[src/ssfp_pkg.sv]
// Constants and types shared by the synchronous serial frame port.
// Assumes a single 100 MHz system clock drives every file of the port.
package ssfp_pkg;

  // ****************************************************************
  // Word and frame geometry
  // ****************************************************************
  localparam int WORD_MAX = 16;
  localparam logic [4:0] SIZE_MIN = 5'h04;
  localparam logic [4:0] SIZE_MAX = 5'h10;
  localparam logic [4:0] CTRL_BITS = 5'h08;

  // ****************************************************************
  // Frame format codes on the format input
  // ****************************************************************
  localparam logic [1:0] FMT_PULSED = 2'h0;
  localparam logic [1:0] FMT_SPI = 2'h1;
  localparam logic [1:0] FMT_THREEWIRE = 2'h2;

  // ****************************************************************
  // Timing
  // ****************************************************************
  localparam int SYS_CLK_PERIOD_NS = 10;
  localparam int SCLK_PERIOD_NS = 160;
  localparam int HALF_CYCLES = SCLK_PERIOD_NS / (2 * SYS_CLK_PERIOD_NS);

  // ****************************************************************
  // Sequencer states
  // ****************************************************************
  typedef enum logic [1:0] {
    ST_IDLE,
    ST_PULSE,
    ST_CTRL,
    ST_DATA
  } ssfp_state_type;

endpackage

[src/ssfp_port.sv]
// Master framing logic of the synchronous serial frame port.
// Assumes the slave drives rxd from the serial clock made here; rxd is
// asynchronous to sys_clk and is synchronised before use.
`timescale 1ns/1ps

// Summary of operation
// - Frame length is programmed size, four to sixteen; three-wire adds eight control bits first.
// - Bits leave most significant first.
// - Serial clock rests low while idle.
// - Serial clock toggles only during a transfer.
// - Frame marker delimits each frame, except that back-to-back SPI words share one unbroken marker level.
// - Line driver enable gates external data driver.
// - Pulsed format: marker one period, from rise.
// - Pulsed format: drive on rise, sample on fall.
// - Three formats: pulsed, SPI, three-wire.
module ssfp_port
  import ssfp_pkg::*;
#(
  parameter int HALF = HALF_CYCLES
)
(
  // Clock and reset
  input wire logic sys_clk,
  input wire logic rst,
  // Configuration, sampled when a frame starts
  input wire logic [1:0] fmt_sel,
  input wire logic [4:0] data_size,
  // Transmit word
  input wire logic tx_valid,
  input wire logic [WORD_MAX-1:0] tx_data,
  output logic tx_take,
  // Receive word
  output logic [WORD_MAX-1:0] rx_data,
  output logic rx_valid,
  // Serial pins
  output logic sclk,
  output logic txd,
  input wire logic rxd,
  output logic frame_marker,
  output logic line_driver_enable
);

  // ****************************************************************
  // State and decode
  // ****************************************************************
  localparam int MARK_CYCLES = 2 * HALF;

  ssfp_state_type state_q;
  logic [1:0] fmt_q;
  logic [4:0] size_q, bit_cnt_q, rx_cnt_q, size_in;
  logic [WORD_MAX-1:0] tx_sh_q, rx_sh_q, just;
  logic run_q, rx_act_q, rxd_m_q, rxd_s_q;
  logic sclk_q, txd_q, marker_q, lde_q, take_q, rxv_q;
  logic [WORD_MAX-1:0] rx_word_q;
  logic rise_en, fall_en, pulsed, launch_cap, last_bit;
  logic start, chain, spi_chain, mw_turn, pulse_load, done, shift_now;

  ssfp_clkdiv #(.HALF(HALF)) u_div (
    .sys_clk(sys_clk),
    .rst(rst),
    .run(run_q),
    .rise_en(rise_en),
    .fall_en(fall_en)
  );

  // Out of range sizes are clamped rather than producing a runt frame.
  assign size_in = (data_size < SIZE_MIN) ? SIZE_MIN :
                   (data_size > SIZE_MAX) ? SIZE_MAX : data_size;
  assign just = tx_data << (5'(WORD_MAX) - size_in);
  assign pulsed = (fmt_q == FMT_PULSED);
  assign launch_cap = pulsed ? fall_en : rise_en;
  assign last_bit = (bit_cnt_q == 5'h00);
  assign start = (state_q == ST_IDLE) && tx_valid;
  assign pulse_load = pulsed && rise_en && (state_q == ST_PULSE) && marker_q;
  assign chain = pulsed && rise_en && (state_q == ST_DATA) &&
                 (bit_cnt_q == 5'h01) && tx_valid;
  assign spi_chain = (fmt_q == FMT_SPI) && fall_en && (state_q == ST_DATA) &&
                     last_bit && tx_valid;
  assign mw_turn = (fmt_q == FMT_THREEWIRE) && fall_en && (state_q == ST_CTRL) &&
                   last_bit;
  assign done = (state_q == ST_DATA) && last_bit &&
                ((pulsed && rise_en) || (!pulsed && fall_en && !spi_chain));
  assign shift_now = (pulsed && rise_en && (state_q == ST_DATA) && !last_bit) ||
                     (!pulsed && fall_en && (state_q == ST_CTRL ||
                     (state_q == ST_DATA && !last_bit)));

  // ****************************************************************
  // Sequencer
  // ****************************************************************
  always_ff @(posedge sys_clk or posedge rst)
  begin
    if (rst)
    begin
      state_q <= ST_IDLE;
      fmt_q <= FMT_PULSED;
      size_q <= SIZE_MIN;
      run_q <= 1'b0;
      lde_q <= 1'b0;
    end
    else if (start)
    begin
      fmt_q <= fmt_sel;
      size_q <= size_in;
      run_q <= 1'b1;
      lde_q <= 1'b1;
      unique case (fmt_sel)
        FMT_PULSED: state_q <= ST_PULSE;
        FMT_THREEWIRE: state_q <= ST_CTRL;
        default: state_q <= ST_DATA;
      endcase
    end
    else if (done)
    begin
      state_q <= ST_IDLE;
      run_q <= 1'b0;
      lde_q <= 1'b0;
    end
    else if (pulse_load || mw_turn)
    begin
      state_q <= ST_DATA;
    end
    else if (chain)
    begin
      state_q <= ST_PULSE;
    end
  end

  // ****************************************************************
  // Serial clock and frame marker
  // ****************************************************************
  // The closing rising slot of a pulsed frame is swallowed, so the clock
  // stops low straight after the last sampling edge.
  always_ff @(posedge sys_clk or posedge rst)
  begin
    if (rst)
      sclk_q <= 1'b0;
    else if (rise_en && !done)
      sclk_q <= 1'b1;
    else if (fall_en)
      sclk_q <= 1'b0;
  end

  always_ff @(posedge sys_clk or posedge rst)
  begin
    if (rst)
      marker_q <= 1'b0;
    else if (start)
      marker_q <= (fmt_sel != FMT_PULSED);
    else if (done)
      marker_q <= 1'b0;
    else if (chain)
      marker_q <= 1'b1;
    else if (pulsed && rise_en && state_q == ST_PULSE)
      marker_q <= ~marker_q;
  end

  // ****************************************************************
  // Transmit shifter
  // ****************************************************************
  always_ff @(posedge sys_clk or posedge rst)
  begin
    if (rst)
    begin
      tx_sh_q <= '0;
      txd_q <= 1'b0;
      bit_cnt_q <= 5'h00;
      take_q <= 1'b0;
    end
    else
    begin
      take_q <= start || chain || spi_chain;
      if (start)
      begin
        if (fmt_sel == FMT_PULSED)
        begin
          tx_sh_q <= just;
          bit_cnt_q <= 5'h00;
        end
        else if (fmt_sel == FMT_THREEWIRE)
        begin
          txd_q <= tx_data[7];
          tx_sh_q <= {tx_data[6:0], 9'h000};
          bit_cnt_q <= CTRL_BITS - 5'h01;
        end
        else
        begin
          txd_q <= just[WORD_MAX-1];
          tx_sh_q <= {just[WORD_MAX-2:0], 1'b0};
          bit_cnt_q <= size_in - 5'h01;
        end
      end
      else if (chain)
      begin
        txd_q <= tx_sh_q[WORD_MAX-1];
        tx_sh_q <= just;
        bit_cnt_q <= 5'h00;
      end
      else if (spi_chain)
      begin
        txd_q <= just[WORD_MAX-1];
        tx_sh_q <= {just[WORD_MAX-2:0], 1'b0};
        bit_cnt_q <= size_q - 5'h01;
      end
      else if (pulse_load || mw_turn)
      begin
        txd_q <= tx_sh_q[WORD_MAX-1];
        tx_sh_q <= {tx_sh_q[WORD_MAX-2:0], 1'b0};
        bit_cnt_q <= size_q - 5'h01;
      end
      else if (shift_now)
      begin
        txd_q <= tx_sh_q[WORD_MAX-1];
        tx_sh_q <= {tx_sh_q[WORD_MAX-2:0], 1'b0};
        bit_cnt_q <= bit_cnt_q - 5'h01;
      end
      else if (done)
      begin
        txd_q <= 1'b0;
      end
    end
  end

  // ****************************************************************
  // Receive assembler
  // ****************************************************************
  always_ff @(posedge sys_clk or posedge rst)
  begin
    if (rst)
    begin
      rxd_m_q <= 1'b0;
      rxd_s_q <= 1'b0;
    end
    else
    begin
      rxd_m_q <= rxd;
      rxd_s_q <= rxd_m_q;
    end
  end

  always_ff @(posedge sys_clk or posedge rst)
  begin
    if (rst)
    begin
      rx_act_q <= 1'b0;
      rx_cnt_q <= 5'h00;
      rx_sh_q <= '0;
      rx_word_q <= '0;
      rxv_q <= 1'b0;
    end
    else
    begin
      rxv_q <= 1'b0;
      if ((start && fmt_sel == FMT_SPI) || pulse_load || spi_chain || mw_turn)
      begin
        rx_act_q <= 1'b1;
        rx_cnt_q <= 5'h00;
        rx_sh_q <= '0;
      end
      else if (rx_act_q && launch_cap)
      begin
        rx_sh_q <= {rx_sh_q[WORD_MAX-2:0], rxd_s_q};
        rx_cnt_q <= rx_cnt_q + 5'h01;
        if (rx_cnt_q == size_q - 5'h01)
        begin
          rx_word_q <= {rx_sh_q[WORD_MAX-2:0], rxd_s_q};
          rxv_q <= 1'b1;
          rx_act_q <= 1'b0;
        end
      end
    end
  end

  assign sclk = sclk_q;
  assign txd = txd_q;
  assign frame_marker = marker_q;
  assign line_driver_enable = lde_q;
  assign tx_take = take_q;
  assign rx_data = rx_word_q;
  assign rx_valid = rxv_q;

  // ****************************************************************
  // Checks
  // ****************************************************************
  logic [7:0] mk_cnt_q;

  always_ff @(posedge sys_clk or posedge rst)
  begin
    if (rst)
      mk_cnt_q <= 8'h00;
    else if (marker_q)
      mk_cnt_q <= mk_cnt_q + 8'h01;
    else
      mk_cnt_q <= 8'h00;
  end
endmodule // ssfp_port

[src/ssfp_clkdiv.sv]
// Serial clock divider for the synchronous serial frame port.
// Assumes run is a registered level on sys_clk; edges appear only while it is high.
`timescale 1ns/1ps
module ssfp_clkdiv
  import ssfp_pkg::*;
#(
  parameter int HALF = HALF_CYCLES
)
(
  // Clock and reset
  input wire logic sys_clk,
  input wire logic rst,
  // Control
  input wire logic run,
  // Edge enables
  output logic rise_en,
  output logic fall_en
);

  localparam logic [7:0] LAST = 8'(HALF - 1);

  logic [7:0] cnt_q;
  logic phase_q;
  logic tick;

  // Restarting from zero whenever run rises keeps the first rising edge a fixed
  // half period after the start, so no runt pulse can appear.
  always_ff @(posedge sys_clk or posedge rst)
  begin
    if (rst)
    begin
      cnt_q <= 8'h00;
      phase_q <= 1'b0;
    end
    else if (!run)
    begin
      cnt_q <= 8'h00;
      phase_q <= 1'b0;
    end
    else if (cnt_q == LAST)
    begin
      cnt_q <= 8'h00;
      phase_q <= ~phase_q;
    end
    else
    begin
      cnt_q <= cnt_q + 8'h01;
    end
  end

  assign tick = run && (cnt_q == LAST);
  assign rise_en = tick && !phase_q;
  assign fall_en = tick && phase_q;

endmodule // ssfp_clkdiv

[config.mk]
export PLATFORM = sky130hd
export DESIGN_NAME = ssfp_port
export DESIGN_NICKNAME = d
export VERILOG_FILES = /design/src/ssfp_pkg.sv /design/src/ssfp_port.sv /design/src/ssfp_clkdiv.sv
export SDC_FILE = /design/constraint.sdc
export NUM_CORES = 1
export LEC_CHECK = 0
export BUFFER_PORTS_ARGS = -buffer_cell sky130_fd_sc_hd__buf_2
export CAP_MARGIN = 0
export CORE_ASPECT_RATIO = 0.7
export CORE_MARGIN = 1
export CORE_UTILIZATION = 35
export CTS_CLUSTER_SIZE = 40
export DETAILED_ROUTE_END_ITERATION = 8
export SYNTH_ARGS = -nofsm -noshare
export SYNTH_HDL_FRONTEND = slang
export SYNTH_SLANG_ARGS = --single-unit
[constraint.sdc]
create_clock -name sys_clk -period 3 [get_ports sys_clk]
set_input_delay 0.15 -clock sys_clk [delete_from_list [all_inputs] [get_ports sys_clk]]
set_output_delay 0.15 -clock sys_clk [all_outputs]
set_load 0.1 [all_outputs]
==> results.md, run 1 <==
Logic synthesis:
- The sequential-to-total area share from yosys stat is 0.375.
- Synthesis handed over a netlist of 610 instances.
- Counting flops and latches in the post-synthesis netlist gives 84.
- The number of nets in the synthesized netlist is 645.
- The unique cell type count in the Yosys netlist is 70.
- The area share of the largest cell type after synthesis is 0.371.
- The number of synthesized flops with an enable pin is 0.
- Among all flip-flop cells after synthesis, the most frequent one is dfrtp_1.
- By area the synthesized netlist is led by dfrtp_1 (37%), mux2i_1 (5.5%), nand2_1 (5.5%), nor2_1 (4.1%), mux4_2 (4.0%).
- The total number of yosys warnings is 0.
- The largest area contributor in the netlist is dfrtp_1.
- The most used standard cell by instance count after synthesis is dfrtp_1.
- By count the netlist is led by dfrtp_1 (83), nand2_1 (82), nor2_1 (61), mux2i_1 (31), a21oi_1 (25).
- The cell area that synthesis handed to floorplanning was 5600 µm².
- The synthesized area divided by synthesized cell count is 9.18 µm².
- The share of flip-flops with an asynchronous set or reset is 1.00.

Setup path:
- Grouping stages by cell kind, the critical path spends the most delay in simple AND/OR/NAND/NOR gates.
- Data on the critical path is required at its endpoint by 3.23 ns.
- The classification of the worst setup path is reg2reg.
- The number of buffer and inverter instances along the worst setup path is 1.
- The startpoint identified for the worst register-to-register timing path is bit_cnt_q[0].
- In this run the critical register-to-register path is captured at tx_sh_q[13].
- Walking the worst path, the cells encountered are inv_1 -> ha_1 -> nor4b_2 -> nand2_1 -> or4_1 -> and4_4 -> or3_1 -> o21ai_0 -> nor4_1.
- The kind of launch point of the worst setup path is a flop.
- The setup slack of the worst register-to-register path is 0.14 ns.
- STA classifies the critical path endpoint as a flop.
- The library cell contributing the largest single delay on the critical path is or4_1.
- The number of cell instances on the worst register-to-register path is 9.
- In this design, the stage delay of the slowest critical-path cell is 0.55 ns.
- Data arrives at the worst endpoint at 3.09 ns.
- The biggest fanout along the worst timing path is 23.

Global route:
- For this run the aggregate overflow at the end of global routing stands at 0.
- The total global-route track usage is 0.192.
- The number of antenna violations at the first check in global routing is 0.
- The via count of the first global-routing pass came to 4,726.
- The wire length of the first global-routing pass is 25,100 µm.
- The maximum number of pins on one net before global-route repair is 44.

Power:
- Power spread over the standard cell area amounts to 404 nW/µm².
- Summed over all cells, the static leakage comes to 0.00283 µW.
- VDD sags by at most 0.223 mV.
- The overall power of the completed layout is 2630 µW.

Route:
- The remaining design rule violation count is 0.
- In this run the remaining antenna-violating nets after routing total 0.
- Before antenna repair, the detailed router went through 5 iterations.
- After detailed routing, the average wire length per cell comes to 17.4 µm.
- The number of vias in the routed layout is 5,000.
- Using the TritonRoute via totals, the vias-per-cell ratio works out to 5.74.
- The number of DRC markers after the initial detailed-route iteration is 406.
- The total length of routed wires is 15,200 µm.

Clock network:
- Clock-pin slew was measured on the worst setup and hold paths at 0.07 ns.
- The H-tree was split into 3 levels.
- The clock passes through at most 2 buffers.
- The number of buffers inserted during clock tree synthesis is 9.
- TritonCTS built the clock tree.
- The cell chosen for the clock root is clkbuf_16.
- The clock insertion delay at the later pin of the skew report is 0.35 ns.
- The tree built by TritonCTS fans out to 84 sinks.
- Post-CTS timing repair inserted 0 buffers for setup.

Die:
- The core region is 15,500 µm².
- For this configuration, the core starts out at a cell density of 0.360.
- The die covers 16,500 µm².
- For this design the top-level I/O count stands at 49.
- The floorplan has 38 rows.
- The vertical extent of the die is 108 µm.
- From left edge to right edge, the die measures 153 µm.

STA:
- Summed over all failing endpoints, the final setup total negative slack is 0 ns.
- For the pin with the worst max-slew slack, the measured transition is 0.717 ns.
- The minimum period implied by the final worst setup slack is 2.86 ns.
- For this run, the top clock speed supported by timing is 350 MHz.
- Setup violations remaining at the end of the flow were counted as 0.
- The final number of max-transition violations is 0.
- The worst slew slack as a fraction of its limit is 0.521.
- The final hold violation count is 0.
- The worst setup slack after layout is 0.139 ns.
- In the finished design, the share of the clock period the worst path needs comes to 0.954.
- Setup repair after global routing left no endpoint under its margin.
- The worst clock skew is 0.00951 ns.

Job:
- The number of maximum-capacitance violations is 0.

Min path:
- Counting instances, the worst hold path has a depth of 3.
- The path type of the worst min-delay path is in2reg.
- The worst hold path terminates at tx_sh_q[12].
- The startpoint of the worst hold path is tx_data[3].

Placement:
- The worst setup slack after placement is 0.114 ns.
- Buffers placed on the I/O ports in this run total 48.
- The post-placement cell area is 6180 µm².
- The routability congestion estimate from global placement is 0.942.
- Summed over all nets, the half-perimeter wirelength after detailed placement is 11,400 µm.

Layout:
- The area occupied by multi-input gates is 3270 µm².
- After routing the design area is 6510 µm².
- The number of antenna diodes in the final layout is 0.
- The area growth from synthesis to layout is 16.2%.
- The filler cell count is 1,536.
- The ratio of cells with drive above 1 in the final layout is 0.215.
- The post-layout utilization of the core is 0.419.
- After the last flow step, the layout net total stands at 701.
- Registers take 2100 µm².

Run status:
- The run finished with clean final reports.
## sequential cells by signal (all words and copies together) (netlist names), 2 cells and up
signal	flops
rx_sh_q	15
size_q	5
bit_cnt_q	5
state_q	2
fmt_q	2
tx_sh_q	16
rx_cnt_q	5
u_div.cnt_q	8
rx_data	16
## metal layers
layer  global-route usage  part of all wire
met5                    0                 0
met4               0.0375            0.0066
met3               0.0366             0.073
met2                0.290              0.43
met1                0.282              0.49
## worst max-delay path by stage
stage | cells after the start | endpoint | startpoint
detailed placement | 12 | tx_sh_q[6] | data_size[2]
global placement | 12 | tx_sh_q[6] | data_size[2]
global route | 8 | tx_sh_q[7] | bit_cnt_q[0]
floorplan | 9 | tx_sh_q[10] | line_driver_enable
finish | 9 | tx_sh_q[13] | bit_cnt_q[0]
CTS | 8 | tx_sh_q[13] | u_div.cnt_q[0]
## layout by cell type, fill, tap and decap left out, drive strengths merged, types with 3 or more instances in the layout
| master | instances |
|---|---|
| nor4 | 5 |
| nor4b | 5 |
| and3 | 8 |
| a21oi | 25 |
| clkinv | 5 |
| o31ai | 12 |
| xnor2 | 13 |
| nand3 | 20 |
| dfrtp | 83 |
| o221ai | 4 |
| a22o | 5 |
| o32ai | 4 |
| nand2b | 12 |
| clkbuf | 9 |
| a221oi | 8 |
| xor2 | 13 |
| mux4 | 10 |
| buf | 80 |
| mux2 | 19 |
| nor2 | 65 |
| a311o | 3 |
| nand4 | 7 |
| ha | 8 |
| or3 | 4 |
| o21ai | 25 |
| nor3 | 15 |
| a31oi | 4 |
| a311oi | 4 |
| o22ai | 9 |
| o211ai | 5 |
| nand2 | 82 |
| mux2i | 31 |
| inv | 20 |
| and2 | 5 |
| a211oi | 10 |
| a22oi | 6 |
| nor3b | 3 |
## power breakdown
part / internal [µW] / leakage [µW] / switching, µW
sequential: 1130 / 0.00103 / 0.399
combinational: 141 / 0.00165 / 231
clock: 591 / 0.000148 / 538
total: 1860 / 0.00283 / 769
## per-stage QoR
| step | hold WS [ns] | cells |
|---|---|---|
| finish | 0.161 | 871 |
| global route | 0.152 | 871 |
| CTS | 0.142 | 871 |
| detailed placement | 0.267 | 853 |
| global placement | 0.267 | 853 |
| floorplan | 0.181 | 610 |
## what timing repair did
action / 4_1_cts / 5_1_grt
hold buffers: 2 / 0
setup endpoints to repair: 0 / 11
endpoints found under the hold margin: 41 / 0
resized for setup: 0 / 2
## cell type report
| cell class | count | share of cell area |
|---|---|---|
| flip-flops and latches | 84 | 0.323 |
| clock buffers | 9 | 0.0346 |
| multi-input cells | 471 | 0.502 |
| repair buffers | 82 | 0.0788 |
| inverters | 18 | 0.0106 |
| clock inverters | 7 | 0.0121 |
| well taps | 200 | 0.0384 |
## kinds of logic (layout without fill, tap and decap cells)
kind of cell / after synthesis / count (layout) / share of synthesized area
and+or+nand+nor: 241 / 241 / 0.216
muxes: 60 / 60 / 0.134
DFF: 84 / 84 / 0.375
AOI/OAI and AO/OA: 136 / 136 / 0.174
adders and majority gates: 8 / 8 / 0.0179
xor gates and xnor gates: 26 / 26 / 0.0407
buffers and inverters: 55 / 116 / 0.0424
## tightest hold or removal path, stage by stage
cell	delay [ns]
buf_2	0.13
o22ai_1	0.12
a211oi_1	0.07
No activity file was read; power rests on OpenSTA's default activity.
==> run 2, diff against run 1 <==
--- a/config.mk
+++ b/config.mk
@@ -6,4 +6,5 @@
 export NUM_CORES = 1
 export LEC_CHECK = 0
+export ABC_AREA = 1
 export BUFFER_PORTS_ARGS = -buffer_cell sky130_fd_sc_hd__buf_2
 export CAP_MARGIN = 0
==> constraint.sdc (replaced) <==
create_clock -name sys_clk -period 3 [get_ports sys_clk]
set_input_delay 0 -clock sys_clk [delete_from_list [all_inputs] [get_ports sys_clk]]
set_output_delay 0 -clock sys_clk [all_outputs]
set_load 0.1 [all_outputs]
==> results.md, run 2 <==
Clock network:
- TritonCTS built the clock tree.
- The root buffer cell chosen for the clock tree is clkbuf_16.
- The maximum root-to-sink buffer count is 2 (unchanged).
- The H-tree depth reported by CTS is 3 (unchanged).
- The number of buffers inserted during clock tree synthesis is 9 (unchanged).
- The buffers inserted during post-CTS setup optimization is 0 (unchanged).
- The clock insertion delay at the later pin of the skew report is 0.35 ns (about the same).
- The clock transition at the registers of the reported paths is 0.07 ns (about the same).
- The total number of clock tree sinks was 84 (unchanged).

Run status:
- The flow ran to the end, and the final reports show no timing, DRC or antenna violations.

Global route:
- The total global-route track usage is 0.196 (+0.00407).
- The number of antenna violations at the first check in global routing is 0 (unchanged).
- The maximum number of pins on one net before global-route repair was 40 (-9.1%).
- The wire length of the first global-routing pass is 26,300 µm (+4.8%).
- The global-route congestion overflow total is 0 (unchanged).
- The via count of the first global-routing pass was 5,086 (+7.6%).

Logic synthesis:
- The cell area after synthesis is 5730 µm² (+2.3%).
- The number of storage elements in the synthesis netlist is 84 (unchanged).
- The xor and xnor area share after synthesis is 0.0183 (-0.0223).
- The most used standard cell by instance count after synthesis is nand2_1.
- The flip-flop cell with the highest count after synthesis is dfrtp_1.
- The mux cell area share after synthesis is 0 (-0.134).
- The post-synthesis net count is 855 (+33%).
- The share of synthesized cell area in and, or, nand and nor gates came to 0.386 (+0.170).
- The dominant combinational cell family by area after synthesis is simple AND/OR/NAND/NOR gates.
- The unique cell type count in the Yosys netlist was 46 (-34%).
- The share of flip-flops with an asynchronous set or reset is 1.00 (unchanged).
- Counting instances in the post-synthesis netlist gives the leading cell types as nand2_1 (224), nand3_1 (127), dfrtp_1 (83), inv_1 (79), nor2_1 (63).
- The cell count after synthesis is 820 (+34%).
- The synthesized area divided by synthesized cell count is 6.99 µm² (-24%).
- The area share of fa/ha/maj cells after synthesis came to 0.0175 (-0.000406).
- The largest area contributor in the netlist is dfrtp_1.
- The area share of the largest cell type after synthesis is 0.362 (-0.00842).
- Yosys attributes the largest share of cell area to dfrtp_1 (36%), nand2_1 (15%), nand3_1 (11%), inv_1 (5.2%), nor2_1 (4.1%).
- The number of synthesized flops with an enable pin came to 0 (unchanged).
- The total number of yosys warnings came to 0 (unchanged).
- The compound-cell area share of the yosys netlist is 0.115 (-0.0587).
- The sequential-to-total area share from yosys stat was 0.367 (-0.00852).

Die:
- The top-level I/O count is 49 (unchanged).
- The die width came to 155 µm (+1.1%).
- The vertical extent of the die is 109 µm (+1.1%).
- The initial core utilization is 0.364 (+0.00391).
- The row count is 38 (unchanged).
- The area of the placeable core came to 15,700 µm² (+1.2%).
- The area of the die came to 16,900 µm² (+2.3%).

Route:
- The via-per-instance ratio is 5.04 (-12%).
- The number of vias in the routed layout is 5,502 (+10%).
- The total length of routed wires is 15,800 µm (+4.1%).
- The remaining design rule violation count came to 0 (unchanged).
- The final routed wire length divided by cell count is 14.5 µm (-17%).
- The first-pass iteration count of the detailed router is 5 (unchanged).
- The number of DRC markers after the initial detailed-route iteration is 496 (+22%).
- The number of routed nets with antenna violations is 0 (unchanged).

STA:
- The ratio of final minimum period to clock period is 0.810 (-0.143).
- The final hold violation count is 0 (unchanged).
- The worst hold-check slack came to 0.00747 ns (-0.154 ns).
- Setup repair after global routing left no endpoint under its margin.
- The transition at the pin with the smallest max-transition slack came to 0.680 ns (-0.0370 ns).
- The minimum period implied by the final worst setup slack is 2.43 ns (-0.429 ns).
- The final number of max-transition violations is 0 (unchanged).
- The maximum achievable frequency is 411 MHz (+18%).
- The worst slew slack as a fraction of its limit was 0.546 (+0.0247).
- The number of endpoints failing setup at the final stage is 0 (unchanged).
- The final sum of negative setup slack was 0 ns (unchanged).
- The worst clock skew is 0.00695 ns (-0.00256 ns).

Setup path:
- The kind of launch point of the worst setup path is a flop.
- The worst setup path is of the reg2reg kind.
- On the critical path, the stage with the largest delay is an instance of a21oi_4.
- The category of the worst setup path capture point is a flop.
- The endpoint required time on the critical path is 3.23 ns (about the same).
- The signal arrival time at the worst endpoint is 2.66 ns (-0.43 ns).
- Traced cell by cell, the critical path runs through ha_1 -> nand3_2 -> nor2_4 -> nand3_4 -> inv_2 -> nand4_1 -> nand3_2 -> a21oi_4 -> nand2_1 -> buf_4 -> nand2_1 -> o21ai_1.
- The biggest fanout along the worst timing path was 30 (+30%).
- The maximum single-stage delay on the critical path was 0.48 ns (-0.07 ns).

Job:
- The number of maximum-capacitance violations came to 0 (unchanged).

Min path:
- The min-delay analysis places its worst path in the category in2reg.

Power:
- The total leakage power is 0.00332 µW (+17%).
- The power density of the placed cells was 882 nW/µm² (+120%).
- The worst IR drop on VDD is 0.327 mV (+47%).

Layout:
- The ratio of cells with drive above 1 in the final layout is 0.148 (-0.0665).
- The filler cell count is 1,635 (+6.4%).
- The post-layout utilization of the core is 0.413 (-0.00601).
- The number of antenna repair diodes is 0 (unchanged).
- From synthesis to final layout, the design area changed by 13.3%.
- The leading cell type in the layout, fill and taps excluded is nand2_1.
- The net count reported at finish is 901 (+29%).
- The top cell types in the final layout, fill and taps aside, are nand2_1 (224), nand3_1 (127), dfrtp_1 (83), inv_1 (78), nor2_1 (63).

Placement:
- The routability congestion estimate from global placement is 0.931 (-1.1%).
- The detailed placer's ending HPWL is 11,600 µm (+1.8%).
- The count of port buffers added during placement is 48 (unchanged).
==> run 2: layout make-up <==
type,count,area [µm²],area share
sequential,84,2100,0.324
clock inverter,7,85.1,0.0131
clock buffer,9,225,0.0347
timing repair buffer,64,368,0.0566
inverter,94,357,0.0549
multi-input combinational,613,3080,0.475
tap,220,275,0.0424
==> run 2: per-layer routing <==
layer | GRT usage | part of all wire | up-vias
met3 | 0.0409 | 0.063 | 13
met4 | 0.0424 | 0.0076 | 0
li1 | - | - | 2782
met5 | 0 | 0 | -
met2 | 0.261 | 0.38 | 166
met1 | 0.312 | 0.55 | 2541
==> run 2: report_power, final <==
| part | total, µW | leakage (µW) | internal [µW] | switching, µW |
|---|---|---|---|---|
| Sequential | 1880 | 0.00107 | 1560 | 316 |
| Clock | 1160 | 0.000152 | 660 | 503 |
| Combinational | 2690 | 0.00210 | 800 | 1890 |
| Total | 5730 | 0.00332 | 3020 | 2710 |
==> run 2: critical path, delay by kind of cell (launching register included) <==
family | cells | cell delay (ns)
AO/OA/AOI/OAI | 2 | 0.54
adder cells (fa/ha/maj) | 1 | 0.26
buffers and inverters | 2 | 0.33
flip-flops | 1 | 0.40
AND/OR/NAND/NOR | 7 | 0.77
==> run 2: through the flow <==
step | cells | power (µW) | instance area [µm²] | setup slack (ns)
finish | 1091 | 5730 | 6500 | 0.569
global route | 1091 | 6160 | 6500 | 0.254
CTS | 1091 | 5720 | 6490 | 0.321
detailed placement | 1072 | 4540 | 6150 | 0.349
global placement | 1072 | 4540 | 6150 | 0.498
floorplan | 820 | 4000 | 5730 | 0.710
==> run 2: worst paths after layout <==
kind | cells past startpoint | slack (ns) | endpoint | startpoint
worst max register to register | 12 | 0.57 | rx_data[12] | u_div.cnt_q[0]
worst max-delay path | 12 | 0.57 | rx_data[12] | u_div.cnt_q[0]
max in group asynchronous | 4 | 2.04 | tx_sh_q[13] | rst
min in group asynchronous | 3 | 0.28 | rx_data[6] | rst
worst min-delay path | 3 | 0.007 | size_q[3] | data_size[3]
worst min register to register | 0 | 0.36 | rxd_s_q | rxd_m_q
==> run 2: repair_timing <==
item                                    4_1_cts  5_1_grt
hold buffers                                  3        0
gates resized for setup                       0        1
endpoints found under the setup margin        0        4
hold endpoints to repair                     37        0
==> run 2: cells by family after synthesis <==
| group | after synthesis |
|---|---|
| xor+xnor | 12 |
| fa+ha+maj | 8 |
| buf+inv | 123 |
| compound gates | 120 |
| flops | 84 |
| simple gates | 473 |
==> run 3, diff against run 2 <==
Clock period 3 ns to 2.3 ns, I/O delays scaled along.
==> results.md, run 3 (synthesis gave the netlist of run 2 again) <==
Run status:
- The run finished with clean final reports.

Min path:
- In this run the most critical hold path is launched from data_size[3].
- For hold timing, the worst endpoint is size_q[3].
- The number of stages on the worst hold path came to 3 (unchanged).
- The path type of the worst min-delay path is in2reg.

STA:
- The ratio of final minimum period to clock period is 0.918 (+0.107).
- The transition at the pin with the smallest max-transition slack is 0.506 ns (-0.175 ns).
- The final number of max-transition violations is 0 (unchanged).
- The minimum period implied by the final worst setup slack is 2.11 ns (-0.320 ns).
- The worst clock skew is 0.00798 ns (+0.00103 ns).
- The maximum achievable frequency is 474 MHz (+15%).
- The number of endpoints failing setup at the final stage came to 0 (unchanged).
- The final hold violation count came to 0 (unchanged).
- Setup repair after global routing could not meet its margin everywhere.
- The final sum of negative setup slack is 0 ns (unchanged).
- The worst slew slack as a fraction of its limit was 0.663 (+0.117).

Global route:
- The via count of the first global-routing pass is 5,068 (-0.35%).
- The global-route congestion overflow total is 0 (unchanged).
- The number of antenna violations at the first check in global routing is 0 (unchanged).
- The maximum number of pins on one net before global-route repair was 44 (+10%).
- The wire length of the first global-routing pass is 26,200 µm (-0.26%).
- The total global-route track usage is 0.198 (+0.00195).

Clock network:
- TritonCTS built the clock tree.
- The maximum root-to-sink buffer count came to 2 (unchanged).
- The total number of clock tree sinks is 84 (unchanged).
- The number of buffers inserted during clock tree synthesis came to 9 (unchanged).
- The clock transition at the registers of the reported paths was 0.07 ns (about the same).
- The cell chosen for the clock root is clkbuf_16.
- The clock insertion delay at the later pin of the skew report is 0.34 ns (about the same).
- The H-tree depth reported by CTS is 3 (unchanged).

Power:
- The worst IR drop on VDD is 0.517 mV (+58%).
- The total leakage power is 0.00341 µW (+2.6%).
- The overall power of the completed layout was 7540 µW (+32%).
- The power density of the placed cells is 1130 nW/µm² (+28%).

Layout:
- From synthesis to final layout, the design area changed by 16.4%.
- The net count reported at finish came to 915 (+1.6%).
- The count of non-filler cells in the finished layout came to 1,105 (+1.3%).
- The top cell types in the final layout, fill and taps aside, are nand2_1 (223), nand3_1 (127), dfrtp_1 (83), inv_1 (77), nor2_1 (62).
- The number of antenna repair diodes is 0 (unchanged).
- The ratio of cells with drive above 1 in the final layout came to 0.166 (+0.0180).
- The leading cell type in the layout, fill and taps excluded is nand2_1.

Placement:
- The routability congestion estimate from global placement was 0.927 (-0.44%).
- The post-placement cell count was 1,081 (+0.84%).
- The count of port buffers added during placement came to 48 (unchanged).
- The detailed placer's ending HPWL was 11,800 µm (+1.2%).

Die:
- The die width came to 155 µm (unchanged).
- The area of the placeable core came to 15,700 µm² (unchanged).
- The vertical extent of the die is 109 µm (unchanged).
- The area of the die was 16,900 µm² (unchanged).
- The row count is 38 (unchanged).
- The initial core utilization came to 0.364 (unchanged).
- The top-level I/O count is 49 (unchanged).

Setup path:
- The number of cell instances on the worst register-to-register path came to 11 (-1).
- The signal arrival time at the worst endpoint is 2.33 ns (-0.33 ns).
- In this run the critical register-to-register path is captured at rx_data[3].
- The startpoint of the worst-slack reg-to-reg timing path is u_div.cnt_q[0].
- The setup slack of the worst register-to-register path is 0.19 ns (-0.38 ns).
- The category of the worst setup path capture point is a flop.
- The worst setup path is launched from a flop.
- The critical path in this run is classified as reg2reg.
- The biggest fanout along the worst timing path is 30 (unchanged).
- The endpoint required time on the critical path is 2.52 ns (-0.71 ns).

Route:
- The number of DRC markers after the initial detailed-route iteration is 474 (-4.4%).
- The remaining design rule violation count is 0 (unchanged).
- The first-pass iteration count of the detailed router is 5 (unchanged).
- The total length of routed wires was 16,100 µm (+1.8%).
- The number of routed nets with antenna violations is 0 (unchanged).
- The number of vias in the routed layout is 5,637 (+2.5%).
- The via-per-instance ratio is 5.10 (+1.2%).
- The final routed wire length divided by cell count is 14.5 µm (+0.49%).

Job:
- The number of maximum-capacitance violations is 0 (unchanged).
## run 3: cell count changes in the layout (fill, tap and decap cells not counted), moves of 2 or more
cell / change
nor2_4: +2
clkinv_4: -3
buf_12: +3
buf_4: +10
## run 3: final cells by class
| cell class | instances | area [µm²] |
|---|---|---|
| clock buffer | 10 | 239 |
| clock inverter | 6 | 71.3 |
| fill | 1613 | 9070 |
| inverter | 94 | 359 |
| multi-input combinational | 614 | 3120 |
| sequential | 84 | 2100 |
| tap | 220 | 275 |
| timing repair buffer | 77 | 503 |
## run 3: worst max-delay path by stage
stage | start | endpoint | slack [ns] | depth (start not counted)
after global routing | u_div.cnt_q[0] | rx_data[3] | -0.01 | 11
after detailed placement | u_div.cnt_q[0] | tx_sh_q[8] | 0.07 | 12
after CTS | bit_cnt_q[0] | tx_sh_q[4] | 0.07 | 13
final | u_div.cnt_q[0] | rx_data[3] | 0.19 | 11
after floorplan | line_driver_enable | rx_sh_q[0] | 0.01 | 9
after global placement | u_div.cnt_q[0] | tx_sh_q[8] | 0.14 | 12
## run 3: power breakdown
part	internal (µW)	total [µW]	switching, µW
registers	2040	2440	399
clock network	882	1490	609
logic	1100	3620	2510
## run 3: metrics by stage
stage          hold WS [ns]  setup slack, ns  utilization  area, µm²
5_1_grt              0.0300          -0.0120        0.424       6670
4_1_cts             0.00687           0.0729        0.419       6590
6_report            0.00494            0.189        0.424       6670
3_3_place_gp        -0.0288            0.145        0.397       6250
3_5_place_dp        -0.0223           0.0667        0.397       6250
2_1_floorplan        0.0314          0.00952            -       5730
## run 3: per-layer routing
layer / wire length (µm) / track usage / share of wire / vias up
li1: - / - / - / 2807
met5: 0 / 0 / 0 / -
met2: 6010 / 0.255 / 0.37 / 229
met4: 149 / 0.0368 / 0.0093 / 0
met1: 8540 / 0.315 / 0.53 / 2582
met3: 1350 / 0.0572 / 0.084 / 19
## run 3: repair_timing
item                                    in CTS  in global routing
setup buffers                                0                  4
resized for setup                            0                  9
endpoints found under the hold margin       61                  0
endpoints found under the setup margin       0                 54
hold buffers                                 3                  0
## run 3: critical path, stage by stage (launching register included)
cell and delay (ns):
dfrtp_1 0.37, ha_2 0.23, nand3_2 0.11, nor2_4 0.17
nand3_4 0.13, nand2_1 0.13, nand3_2 0.19, nor3_1 0.23
nand2_1 0.12, buf_12 0.18, nand2_1 0.07, o21ai_1 0.07
